`config.mk`:
```
export PLATFORM = sky130hd
export DESIGN_NAME = mlb_top
export DESIGN_NICKNAME = d
export VERILOG_FILES = /design/src/pkg/mlb_pkg.sv /design/src/design/mlb_top.sv
export SDC_FILE = /design/constraint.sdc
export NUM_CORES = 1
export LEC_CHECK = 0
export ABC_AREA = 1
export BUFFER_PORTS_ARGS = -buffer_cell sky130_fd_sc_hd__buf_2
export CAP_MARGIN = 20
export CORE_ASPECT_RATIO = 0.75
export CORE_UTILIZATION = 57
export DETAILED_ROUTE_END_ITERATION = 16
export GPL_ROUTABILITY_DRIVEN = 0
export PLACE_DENSITY_LB_ADDON = 0.15
export SYNTH_ARGS = -nofsm -noshare
export SYNTH_HDL_FRONTEND = slang
export SYNTH_SLANG_ARGS = --single-unit
```
`constraint.sdc`:
```
create_clock -name clk_in -period 2.1 [get_ports clk_in]
set_input_delay 0.42 -clock clk_in [delete_from_list [all_inputs] [get_ports clk_in]]
set_output_delay 0.42 -clock clk_in [all_outputs]
set_load 0.1 [all_outputs]
```
`src/pkg/mlb_pkg.sv`:
```
// shared constants and types of the loopback and pattern-test controller
package mlb_pkg;
  // register byte offsets
  localparam logic [7:0] CTRL_OFS   = 8'h00;
  localparam logic [7:0] STATUS_OFS = 8'h04;
  localparam logic [7:0] ERRCNT_OFS = 8'h08;
  localparam int unsigned OFS_W     = 8;

  // control register: buttons and jumpers
  typedef struct packed {
    logic carrier_on;       // line drive jumper, carrier forced on
    logic far_dte_en;       // far_loop_dte_enable_jumper
    logic near_dte_en;      // near_loop_dte_enable_jumper
    logic seq_check;        // sequence_checker_button
    logic far_loop;         // far_end_loop_button
    logic near_loop;        // near_end_line_loop_button
    logic bit_loop;         // local_bitstream_loop_button
  } mlb_ctrl_t;
  localparam int unsigned CTRL_W   = 7;
  localparam mlb_ctrl_t   CTRL_RST = '0;

  // status register layout
  typedef struct packed {
    logic fault_lamp;
    logic err_sticky;
    logic carrier_det;
    logic test_run;
    logic far_loop;
    logic near_loop;
    logic bit_loop;
    logic any_loop;
  } mlb_status_t;
  localparam int unsigned STATUS_W    = 8;
  localparam int unsigned ST_ERR_BIT  = 6;
  localparam int unsigned ERRCNT_W    = 16;

  // pattern generator
  localparam int unsigned PRBS_W      = 9;
  localparam logic [8:0]  PRBS_SEED   = 9'h1ff;
  localparam logic [3:0]  PRBS_FILL   = 4'h9;

  // lamp timing
  localparam int unsigned CLK_HZ          = 10_000_000;
  localparam int unsigned LAMP_CHECK_MS   = 100;
  localparam int unsigned ERR_STRETCH_MS  = 20;
  localparam int unsigned LAMP_CHECK_CYC  = LAMP_CHECK_MS * (CLK_HZ / 1000);
  localparam int unsigned ERR_STRETCH_CYC = ERR_STRETCH_MS * (CLK_HZ / 1000);
  localparam int unsigned TMR_W           = 24;
endpackage

```
`src/design/mlb_top.sv`:
```
// loopback selection, pattern tester and lamp drive with an AHB-Lite slave
//
// Implementation choices: the placing of the registers and register access over AHB-Lite.
`timescale 1ns/1ps

// Notes on behaviour
// - bitstream loop echoes optical rx, DSR low
// - near loop feeds transmit into own receiver
// - terminal near-loop request needs its jumper
// - far loop commands peer loop, DSR low
// - terminal far-loop request needs its jumper
// - test sends and checks 511-bit pattern
// - test holds terminal RD and CTS low
// - RTS lamp follows terminal RTS
// - TD lamp on for SPACE, toggles
// - RD lamp on for SPACE, toggles
// - carrier lamp only with valid receive
// - loop lamp lit in any loop mode
// - fault lamp flashes at test start
// - fault lamp steady or blinking on errors
// - checker accepts any source of pattern
// - checker compares whenever pattern loops back; the code makes no compares while the lamp check runs
// - test replaces terminal send data
// - near loop sends steady MARK optically
// - far loop request signals the peer
module mlb_top #(
  parameter int unsigned LAMP_CHECK_CYC  = mlb_pkg::LAMP_CHECK_CYC,
  parameter int unsigned ERR_STRETCH_CYC = mlb_pkg::ERR_STRETCH_CYC
) (
  input  wire logic        clk_in,
  input  wire logic        rstn_in,
  input  wire logic        hsel_in,
  input  wire logic [31:0] haddr_in,
  input  wire logic [1:0]  htrans_in,
  input  wire logic        hwrite_in,
  input  wire logic [2:0]  hsize_in,
  input  wire logic [31:0] hwdata_in,
  input  wire logic        hready_in,
  output logic      [31:0] hrdata_out,
  output logic             hreadyout_out,
  output logic             hresp_out,
  input  wire logic        dte_send_data_in,
  input  wire logic        dte_rts_in,
  input  wire logic        dte_near_req_in,
  input  wire logic        dte_far_req_in,
  input  wire logic        opt_rx_data_in,
  input  wire logic        opt_rx_valid_in,
  input  wire logic        peer_loop_cmd_in,
  output logic             opt_tx_data_out,
  output logic             peer_loop_cmd_out,
  output logic             dte_rx_data_out,
  output logic             dte_cts_out,
  output logic             dte_dsr_out,
  output logic             dte_dcd_out,
  output logic             rts_lamp_out,
  output logic             td_lamp_out,
  output logic             rd_lamp_out,
  output logic             dcd_lamp_out,
  output logic             loop_active_lamp_out,
  output logic             fault_lamp_out
);

  function automatic logic prbs_fb(input logic [8:0] s);
    prbs_fb = s[8] ^ s[4];
  endfunction

  mlb_pkg::mlb_ctrl_t   ctrl_q;
  mlb_pkg::mlb_status_t status;
  logic                 err_sticky_q;
  logic [mlb_pkg::ERRCNT_W-1:0] err_cnt_q;

  // bus address phase capture
  logic                       dp_sel_q;
  logic                       dp_wr_q;
  logic [mlb_pkg::OFS_W-1:0]  dp_addr_q;
  logic                       addr_ok;
  logic                       wr_ctrl;
  logic                       wr_status;
  logic                       wr_cnt;

  // modes and data paths
  logic bit_act;
  logic near_act;
  logic far_act;
  logic sequence_checker_button_act;
  logic carrier_ok;
  logic tx_src;
  logic tx_line;
  logic rx_bit;
  logic rx_valid;

  // pattern tester state
  logic [mlb_pkg::PRBS_W-1:0] gen_q;
  logic [mlb_pkg::PRBS_W-1:0] chk_sr_q;
  logic [3:0]                 fill_q;
  logic                       sequence_checker_button_prev_q;
  logic [mlb_pkg::TMR_W-1:0]  check_tmr_q;
  logic [mlb_pkg::TMR_W-1:0]  stretch_q;
  logic                       bit_err;
  logic                       fault_d;

  assign addr_ok   = hsel_in & htrans_in[1] & hready_in;
  assign wr_ctrl   = dp_sel_q & dp_wr_q & (dp_addr_q == mlb_pkg::CTRL_OFS);
  assign wr_status = dp_sel_q & dp_wr_q & (dp_addr_q == mlb_pkg::STATUS_OFS);
  assign wr_cnt    = dp_sel_q & dp_wr_q & (dp_addr_q == mlb_pkg::ERRCNT_OFS);

  // mode selection from buttons, jumpers and the terminal
  assign bit_act  = ctrl_q.bit_loop | peer_loop_cmd_in;
  assign near_act = ctrl_q.near_loop |
                    (ctrl_q.near_dte_en & dte_near_req_in);
  assign far_act  = ctrl_q.far_loop |
                    (ctrl_q.far_dte_en & dte_far_req_in);
  assign sequence_checker_button_act = ctrl_q.seq_check;

  // without carrier permission the line idles at MARK
  assign carrier_ok = ctrl_q.carrier_on | dte_rts_in;
  assign tx_src  = sequence_checker_button_act ? gen_q[8] : dte_send_data_in;
  assign tx_line = carrier_ok ? tx_src : 1'b1;

  // near loop takes the receive side from our own transmit signal
  assign rx_bit   = near_act ? tx_line : opt_rx_data_in;
  assign rx_valid = near_act ? carrier_ok : opt_rx_valid_in;

  // checker fed from the receive stream, whatever produced the pattern
  assign bit_err = sequence_checker_button_act & rx_valid & (fill_q == mlb_pkg::PRBS_FILL) &
                   (check_tmr_q == '0) &
                   (rx_bit != prbs_fb(chk_sr_q));

  assign fault_d = sequence_checker_button_act & ((check_tmr_q != '0) | (stretch_q != '0));

  always_comb begin
    status             = '0;
    status.any_loop    = bit_act | near_act | far_act;
    status.bit_loop    = bit_act;
    status.near_loop   = near_act;
    status.far_loop    = far_act;
    status.test_run    = sequence_checker_button_act;
    status.carrier_det = rx_valid;
    status.err_sticky  = err_sticky_q;
    status.fault_lamp  = fault_lamp_out;
  end

  // bus slave: zero wait states, OKAY always
  always_ff @(posedge clk_in or negedge rstn_in) begin
    if (!rstn_in) begin
      dp_sel_q  <= 1'b0;
      dp_wr_q   <= 1'b0;
      dp_addr_q <= '0;
    end else begin
      dp_sel_q  <= addr_ok;
      dp_wr_q   <= addr_ok & hwrite_in;
      dp_addr_q <= addr_ok ? haddr_in[mlb_pkg::OFS_W-1:0] : dp_addr_q;
    end
  end

  // read data is fetched at the address phase; unmapped reads give zero
  always_ff @(posedge clk_in or negedge rstn_in) begin
    if (!rstn_in) begin
      hrdata_out    <= '0;
      hreadyout_out <= 1'b1;
      hresp_out     <= 1'b0;
    end else begin
      hreadyout_out <= 1'b1;
      hresp_out     <= 1'b0;
      hrdata_out    <= '0;
      if (addr_ok && !hwrite_in && haddr_in[31:mlb_pkg::OFS_W] == '0) begin
        unique case (haddr_in[mlb_pkg::OFS_W-1:0])
          mlb_pkg::CTRL_OFS:
            hrdata_out <= {{(32-mlb_pkg::CTRL_W){1'b0}}, ctrl_q};
          mlb_pkg::STATUS_OFS:
            hrdata_out <= {{(32-mlb_pkg::STATUS_W){1'b0}}, status};
          mlb_pkg::ERRCNT_OFS:
            hrdata_out <= {{(32-mlb_pkg::ERRCNT_W){1'b0}}, err_cnt_q};
          default:
            hrdata_out <= '0;
        endcase
      end
    end
  end

  always_ff @(posedge clk_in or negedge rstn_in) begin
    if (!rstn_in) begin
      ctrl_q <= mlb_pkg::CTRL_RST;
    end else if (wr_ctrl) begin
      ctrl_q <= mlb_pkg::mlb_ctrl_t'(hwdata_in[mlb_pkg::CTRL_W-1:0]);
    end
  end

  // error flag and count: a new error beats a clear in the same cycle
  always_ff @(posedge clk_in or negedge rstn_in) begin
    if (!rstn_in) begin
      err_sticky_q <= 1'b0;
      err_cnt_q    <= '0;
    end else begin
      err_sticky_q <= bit_err |
                      (err_sticky_q & ~(wr_status & hwdata_in[mlb_pkg::ST_ERR_BIT]));
      if (bit_err) begin
        if (wr_cnt) begin
          err_cnt_q <= mlb_pkg::ERRCNT_W'(1);
        end else if (err_cnt_q != '1) begin
          err_cnt_q <= err_cnt_q + mlb_pkg::ERRCNT_W'(1);
        end
      end else if (wr_cnt) begin
        err_cnt_q <= '0;
      end
    end
  end

  // generator: runs only while the test is on and the line may carry it
  always_ff @(posedge clk_in or negedge rstn_in) begin
    if (!rstn_in) begin
      gen_q <= mlb_pkg::PRBS_SEED;
    end else if (sequence_checker_button_act && carrier_ok) begin
      gen_q <= {gen_q[7:0], prbs_fb(gen_q)};
    end
  end

  // checker loads received bits, so it locks to any phase of the pattern
  always_ff @(posedge clk_in or negedge rstn_in) begin
    if (!rstn_in) begin
      chk_sr_q <= '0;
      fill_q   <= '0;
    end else if (!sequence_checker_button_act) begin
      fill_q   <= '0;
    end else if (rx_valid) begin
      chk_sr_q <= {chk_sr_q[7:0], rx_bit};
      fill_q   <= (fill_q == mlb_pkg::PRBS_FILL) ? fill_q : fill_q + 4'h1;
    end
  end

  // lamp check at test start, then error stretching
  always_ff @(posedge clk_in or negedge rstn_in) begin
    if (!rstn_in) begin
      sequence_checker_button_prev_q <= 1'b0;
      check_tmr_q <= '0;
      stretch_q   <= '0;
    end else begin
      sequence_checker_button_prev_q <= sequence_checker_button_act;
      if (sequence_checker_button_act && !sequence_checker_button_prev_q) begin
        check_tmr_q <= mlb_pkg::TMR_W'(LAMP_CHECK_CYC);
      end else if (check_tmr_q != '0) begin
        check_tmr_q <= check_tmr_q - mlb_pkg::TMR_W'(1);
      end
      // the stretch must end before the next isolated error to blink
      if (!sequence_checker_button_act || check_tmr_q != '0) begin
        stretch_q <= '0;
      end else if (bit_err) begin
        stretch_q <= mlb_pkg::TMR_W'(ERR_STRETCH_CYC);
      end else if (stretch_q != '0) begin
        stretch_q <= stretch_q - mlb_pkg::TMR_W'(1);
      end
    end
  end

  // registered pins and lamps
  always_ff @(posedge clk_in or negedge rstn_in) begin
    if (!rstn_in) begin
      opt_tx_data_out      <= 1'b1;
      peer_loop_cmd_out    <= 1'b0;
      dte_rx_data_out      <= 1'b1;
      dte_cts_out          <= 1'b0;
      dte_dsr_out          <= 1'b1;
      dte_dcd_out          <= 1'b0;
      rts_lamp_out         <= 1'b0;
      td_lamp_out          <= 1'b0;
      rd_lamp_out          <= 1'b0;
      dcd_lamp_out         <= 1'b0;
      loop_active_lamp_out <= 1'b0;
      fault_lamp_out       <= 1'b0;
    end else begin
      if (bit_act) begin
        opt_tx_data_out <= opt_rx_data_in;
      end else if (near_act) begin
        opt_tx_data_out <= 1'b1;
      end else begin
        opt_tx_data_out <= tx_line;
      end
      peer_loop_cmd_out    <= far_act;
      dte_rx_data_out      <= sequence_checker_button_act ? 1'b0 :
                              (rx_valid ? rx_bit : 1'b1);
      dte_cts_out          <= ~sequence_checker_button_act & carrier_ok;
      dte_dsr_out          <= ~(bit_act | far_act);
      dte_dcd_out          <= rx_valid;
      rts_lamp_out         <= dte_rts_in;
      td_lamp_out          <= ~tx_line;
      rd_lamp_out          <= rx_valid & ~rx_bit;
      dcd_lamp_out         <= rx_valid;
      loop_active_lamp_out <= bit_act | near_act | far_act;
      fault_lamp_out       <= fault_d;
    end
  end

  chk_dsr_loop: assert property (@(posedge clk_in) disable iff (!rstn_in)
    (bit_act || far_act) |=> !dte_dsr_out)
    else $error("dsr not low in digital loop");

  chk_bit_echo: assert property (@(posedge clk_in) disable iff (!rstn_in)
    bit_act |=> (opt_tx_data_out == $past(opt_rx_data_in)))
    else $error("bitstream loop does not echo rx");

  chk_near_mark: assert property (@(posedge clk_in) disable iff (!rstn_in)
    (near_act && !bit_act) |=> opt_tx_data_out)
    else $error("near loop not sending mark");

  chk_near_route: assert property (@(posedge clk_in) disable iff (!rstn_in)
    (near_act && carrier_ok && !sequence_checker_button_act) |=>
      (dte_rx_data_out == $past(dte_send_data_in)))
    else $error("near loop does not return transmit data");

  chk_sequence_checker_button_quiet: assert property (@(posedge clk_in) disable iff (!rstn_in)
    sequence_checker_button_act |=> (!dte_rx_data_out && !dte_cts_out))
    else $error("rd or cts active during test");

  chk_peer_cmd: assert property (@(posedge clk_in) disable iff (!rstn_in)
    (ctrl_q.far_dte_en && dte_far_req_in) |=> peer_loop_cmd_out)
    else $error("peer not commanded on far request");

  chk_lamp_check: assert property (@(posedge clk_in) disable iff (!rstn_in)
    ($rose(sequence_checker_button_act) ##1 sequence_checker_button_act [*8]) |=> fault_lamp_out)
    else $error("fault lamp check flash missing");

  chk_err_stretch: assert property (@(posedge clk_in) disable iff (!rstn_in)
    (bit_err ##1 sequence_checker_button_act [*8]) |-> ##1 fault_lamp_out)
    else $error("error not stretched on lamp");

  chk_no_tx_carrier: assert property (@(posedge clk_in) disable iff (!rstn_in)
    (sequence_checker_button_act && !carrier_ok && !bit_act) |=> opt_tx_data_out)
    else $error("pattern sent without carrier");

  chk_loop_lamp: assert property (@(posedge clk_in) disable iff (!rstn_in)
    (bit_act || near_act || far_act) |=> loop_active_lamp_out)
    else $error("loop lamp dark in loop mode");

  chk_rts_lamp: assert property (@(posedge clk_in) disable iff (!rstn_in)
    dte_rts_in |=> rts_lamp_out)
    else $error("rts lamp does not follow rts");

  cov_self_test: cover property (@(posedge clk_in) disable iff (!rstn_in)
    near_act && sequence_checker_button_act && fill_q == mlb_pkg::PRBS_FILL);
  cov_error_seen: cover property (@(posedge clk_in) disable iff (!rstn_in)
    bit_err);
  cov_far_test: cover property (@(posedge clk_in) disable iff (!rstn_in)
    far_act && sequence_checker_button_act);
  cov_peer_loop: cover property (@(posedge clk_in) disable iff (!rstn_in)
    peer_loop_cmd_in ##1 !dte_dsr_out);

endmodule

```
# After elaboration in Yosys (flattened, before gate mapping)
# Index checks and enable logic that the tools add are counted.
# word_totals
reg_bits	148
input_bits	81
output_inout_bits	46
# classes
addsub	4
n_eq_ne	9
mux	22
bitwise	34
n_reduce_logical	21
# ops
cell	n
$mux W24	5
$mux W16	5
$logic_not A24 Y1	2
$pmux W16 S3	1
$reduce_bool A24 Y1	2
$sub A24 B1 Y24 const B	2
$and A1 B1 Y1	18
$add A16 B1 Y16 const B	1
$eq A8 B3 Y1 const B	2
$eq A8 B4 Y1 const B	2
$logic_not A8 Y1	2
$ne A16 B16 Y1 const B	1
$mux W4	3
$or A1 B1 Y1	9
$mux W1	8
$reduce_and A2 Y1	3
$reduce_bool A2 Y1	3
$not A1 Y1	5
$add A4 B1 Y4 const B	1
$eq A4 B4 Y1 const B	1
$logic_and A1 B1 Y1	4
$logic_not A1 Y1	3
$reduce_bool A3 Y1	1
$ne A2 B1 Y1 const B	1
other kinds (4)	5

# Depth between registers and ports, before layout
# logic_depth
depth_word	9
mapped_depth	14

# Worst setup path after synthesis
# No wires, ideal clock.
# synth_timing
path_type	register to register
from	register check_tmr_q[0] in the netlist's numbering
to	register stretch_q[22] in the netlist's numbering
setup_time_ns	0.122
arrival_ns	1.673
required_time_ns	1.978
slack_ns	0.305
path_stages_with_launch	13
n_path_buf	1
period_less_slack_ns	1.795
path_cell_list	dfrtp_1 inv_1 ha_1 inv_1 nor3_2 nand2_2 nor2_4 nand2_2 nor2_2 nand3_2 nand2_4 buf_8 nor2_4
# synth_via
elab_chain_cells	5
elab_cells_between_ends	8
# synth_lines
item	line_no	source
start: declaration	mlb_top.sv:97	logic [mlb_pkg::TMR_W-1:0] check_tmr_q;
start signal: assignment	mlb_top.sv:240	check_tmr_q <= mlb_pkg::TMR_W'(LAMP_CHECK_CYC);
start signal: assignment	mlb_top.sv:242	check_tmr_q <= check_tmr_q - mlb_pkg::TMR_W'(1);
$logic_not A24 Y1	mlb_top.sv:126	(check_tmr_q == '0) &
$and A1 B1 Y1	mlb_top.sv:125	assign bit_err = sequence_checker_button_act & rx_valid & (fill_q == mlb_pkg::PRBS_FILL) &
$and A1 B1 Y1	mlb_top.sv:126	
$mux W24	mlb_top.sv:247	end else if (bit_err) begin
$mux W24	mlb_top.sv:245	if (!sequence_checker_button_act || check_tmr_q != '0) begin
end signal: assignment	mlb_top.sv:248	stretch_q <= mlb_pkg::TMR_W'(ERR_STRETCH_CYC);
end signal: assignment	mlb_top.sv:250	stretch_q <= stretch_q - mlb_pkg::TMR_W'(1);
end: declaration	mlb_top.sv:98	logic [mlb_pkg::TMR_W-1:0] stretch_q;
# Several ways; a longest one is shown, not always the timed one.
# A chain may end at the register's enable or synchronous reset.

# Final worst setup path
# layout_timing
from	register ctrl_q (netlist bit sequence_checker_button_act)
to	register err_cnt_q[2] in the netlist's numbering
# layout_via
elab_chain_cells	7
elab_cells_between_ends	11
# layout_lines
item	line_no	source
start: declaration	mlb_top.sv:67	mlb_pkg::mlb_ctrl_t ctrl_q;
start signal: assignment	mlb_top.sv:183	ctrl_q <= mlb_pkg::CTRL_RST;
start signal: assignment	mlb_top.sv:185	ctrl_q <= mlb_pkg::mlb_ctrl_t'(hwdata_in[mlb_pkg::CTRL_W-1:0]);
$mux W1	mlb_top.sv:117	assign tx_src = sequence_checker_button_act ? gen_q[8] : dte_send_data_in;
$mux W1	mlb_top.sv:118	assign tx_line = carrier_ok ? tx_src : 1'b1;
$mux W1	mlb_top.sv:121	assign rx_bit = near_act ? tx_line : opt_rx_data_in;
$ne A1 B1 Y1	mlb_top.sv:127	(rx_bit != prbs_fb(chk_sr_q));
$and A1 B1 Y1 (*)	mlb_top.sv:126	
$reduce_bool A2 Y1 (no source line)	--	
$reduce_and A2 Y1 (no source line)	--	
end signal: assignment	mlb_top.sv:199	err_cnt_q <= mlb_pkg::ERRCNT_W'(1);
end signal: assignment	mlb_top.sv:201	err_cnt_q <= err_cnt_q + mlb_pkg::ERRCNT_W'(1);
end: declaration	mlb_top.sv:70	logic [mlb_pkg::ERRCNT_W-1:0] err_cnt_q;
# Every way passes the cells marked *; elsewhere a longest branch is shown, timed or not.

==> reports/metrics.yaml <==
routing:
  drt_iter0_markers: 410
  drt-total-wl_um: 16100
  vias: 6033
  viasPerCell: 5.10
  drc: 0
  detail-route-antenna-nets: 0
  wire_per_inst_um: 13.6
  firstDrtPassIters: 5
yosys:
  synth-seq-cells: 132
  ys_warn_count: 0
  synth_area_um2: 7150
  synth_top_cell_by_area: "dfrtp_1"
  ys_types: 44
  synth.top_cells.by_count: "nand2_1 (201), nor2_1 (140), dfrtp_1 (120)"
  synth_seq_area_share: 0.464
  synthFlopType: "dfrtp_1"
  synth_area_per_cell_um2: 7.97
  synth_top_area_share: 0.420
  ys_top_cells_by_area: "dfrtp_1 (42%), nand2_1 (11%), nor2_1 (7.3%), inv_1 (5.1%), xor2_1 (4.8%)"
  synthCells: 898
  async_flop_share: 1.00
  synth_edf_count: 0
  synth_most_common_cell: "nand2_1"
final_layout:
  antennaDiodeCount: 0
  fin_util: 0.686
  area_growth_pct: 17.5
  layout-drive-gt1-share: 0.222
  final_nets: 1092
worst_hold_path:
  min_path_type: "input pin to flop"
floorplan:
  die_area_um2: 13000
  start_util: 0.583
  io_pins: 127
  rows: 35
  core_area_um2: 12300
  die_w_um: 131
  die_y_um: 99.0
sta:
  min_period_ps: 1930
  timing_hold_violations_final: 0
  fmax_ghz: 0.518
  setup_viol: 0
  fin_skew_ps: 11.6
  period_share: 0.919
  slew_violations: 0
global_route:
  grt_max_degree: 44
  grt_pass1_vias: 5576
  grt_pass1_wl_um: 27200
  antenna_found_initial: 0
  grt_usage: 0.268
  grt-ovfl-total: 0
cts:
  cts_setup_buffers: 0
  cts-root-buf: "clkbuf_16"
  cts_buffer_depth: 2
  cts_htree_levels: 4
  clock_latency_ps: 430
  clock-sinks: 132
  cts_tree: "yes"
  numCtsBuffers: 17
  clk_pin_slew_worst_paths_ps: 70
critical_path:
  required_ps: 2410
  start_kind: "flop"
  criticalPathCategory: "flop to flop"
  crit_slowest_cell: "dfrtp_1"
  critPathArrivalTime_ps: 2240
  crit_fanout: 16
  cpPeakStageDelay_ps: 570
  path_cells: "nand2_1, nand3_2, nand2_2, nand2_2, nand2_1, nand2_1, nand2_2, nand2_2, nand2_4, nand2_1, nand2_1"
  cp_common_cell: "nand2_1"
  crit_path_end_kind: "flop"
place:
  dp_hpwl_um: 11800
  portBuffers: 79
pwr:
  p_total_mw: 7.28
  vdd_drop_max_mv: 0.624
  p_per_area_nw_per_um2: 866
  p_leak_nw: 4.51
flow_run:
  cap_violations: 0
run_status:
  status: "completed"
## where the power goes
part	leakage [nW]	internal [mW]	switching, mW
Clock	0.295	1.71	1.27
Combinational	2.52	0.371	0.905
Sequential	1.69	2.83	0.195
## critical path: cells and delay by family (launching register included)
family | cells | cell delay (ps)
AND/OR/NAND/NOR | 11 | 1250
flip-flops | 1 | 570
## state kept, by name, indices dropped and copies added (netlist names), 4 cells and up
| register | flops |
|---|---|
| stretch_q | 24 |
| ctrl_q | 6 |
| dp_addr_q | 8 |
| fill_q | 4 |
| chk_sr_q | 9 |
| check_tmr_q | 24 |
| hrdata_out | 16 |
| err_cnt_q | 16 |
| gen_q | 9 |
## what timing repair did
| action | in CTS | in global routing |
|---|---|---|
| endpoints found under the hold margin | 39 | 0 |
| resized for setup | 0 | 5 |
| endpoints found under the setup margin | 0 | 23 |
| hold buffers | 1 | 0 |
## final cells by class
type	instances	area (µm²)
clock buffer	19	475
clock inverter	13	125
fill	986	3850
inverter	105	394
multi-input combinational	648	3300
sequential	132	3320
tap	166	208
timing repair buffer	100	587
## per-layer routing
layer,wire length [µm],track usage,vias up,share of wire
li1,-,-,3018,-
met1,7830,0.383,2808,0.49
met2,7180,0.418,184,0.45
met3,863,0.0597,23,0.054
met4,226,0.0662,0,0.014
met5,0,0,-,0
## stage by stage
stage / cells / hold slack [ps] / setup WS [ps] / setup TNS, ps / instance area [µm²]
2_1_floorplan: 914 / 124 / 305 / 0 / 7210
3_3_place_gp: 1150 / 372 / 128 / 0 / 7780
3_5_place_dp: 1150 / 370 / 72.2 / 0 / 7780
4_1_cts: 1183 / 107 / 41.3 / 0 / 8390
5_1_grt: 1183 / 115 / -0.301 / -0.301 / 8410
6_report: 1183 / 116 / 170 / 0 / 8410
## path summary, 6_finish.rpt
path                                    to  depth (start not counted)  slack [ps]                   startpoint
max in group asynchronous        fill_q[3]                          3        1040                      rstn_in
setup / recovery              err_cnt_q[2]                         11         170  sequence_checker_button_act
setup reg to reg              err_cnt_q[2]                         11         170  sequence_checker_button_act
min in group asynchronous  check_tmr_q[13]                          2         480                      rstn_in
hold / removal                rts_lamp_out                          1         120                   dte_rts_in
hold reg to reg                   gen_q[7]                          2         470                     gen_q[7]
## kinds of logic (layout without fill, tap and decap cells)
kind of cell | Yosys count | after routing | synth area share
XOR/XNOR | 44 | 44 | 0.0539
buffers and inverters | 134 | 237 | 0.0857
AO/OA/AOI/OAI | 46 | 46 | 0.0345
multiplexers | 1 | 1 | 0.00140
AND/OR/NAND/NOR | 532 | 532 | 0.347
adder cells (fa/ha/maj) | 7 | 7 | 0.0122
other | 2 | 18 | 0.00105
flip-flops | 132 | 132 | 0.464
## cells in the final DEF, fill, tap and decap left out, types with 5 or more instances in the layout
cell type	synthesis	routed
a21oi_1	16	16
buf_2	3	78
buf_4	21	18
clkbuf_16	0	19
conb_1	2	18
dfrtp_1	120	120
dfstp_2	12	12
ha_1	7	7
inv_1	97	95
inv_2	7	9
inv_6	0	5
nand2_1	201	200
nand2_2	22	23
nand3_1	53	53
nand4_1	21	21
nor2_1	140	140
nor2_2	26	26
nor2_4	6	6
nor3_1	29	29
nor4_1	7	7
o21ai_0	21	21
or2_2	6	6
xnor2_1	5	5
xor2_1	39	39
Power figures use the tool's default switching activity.
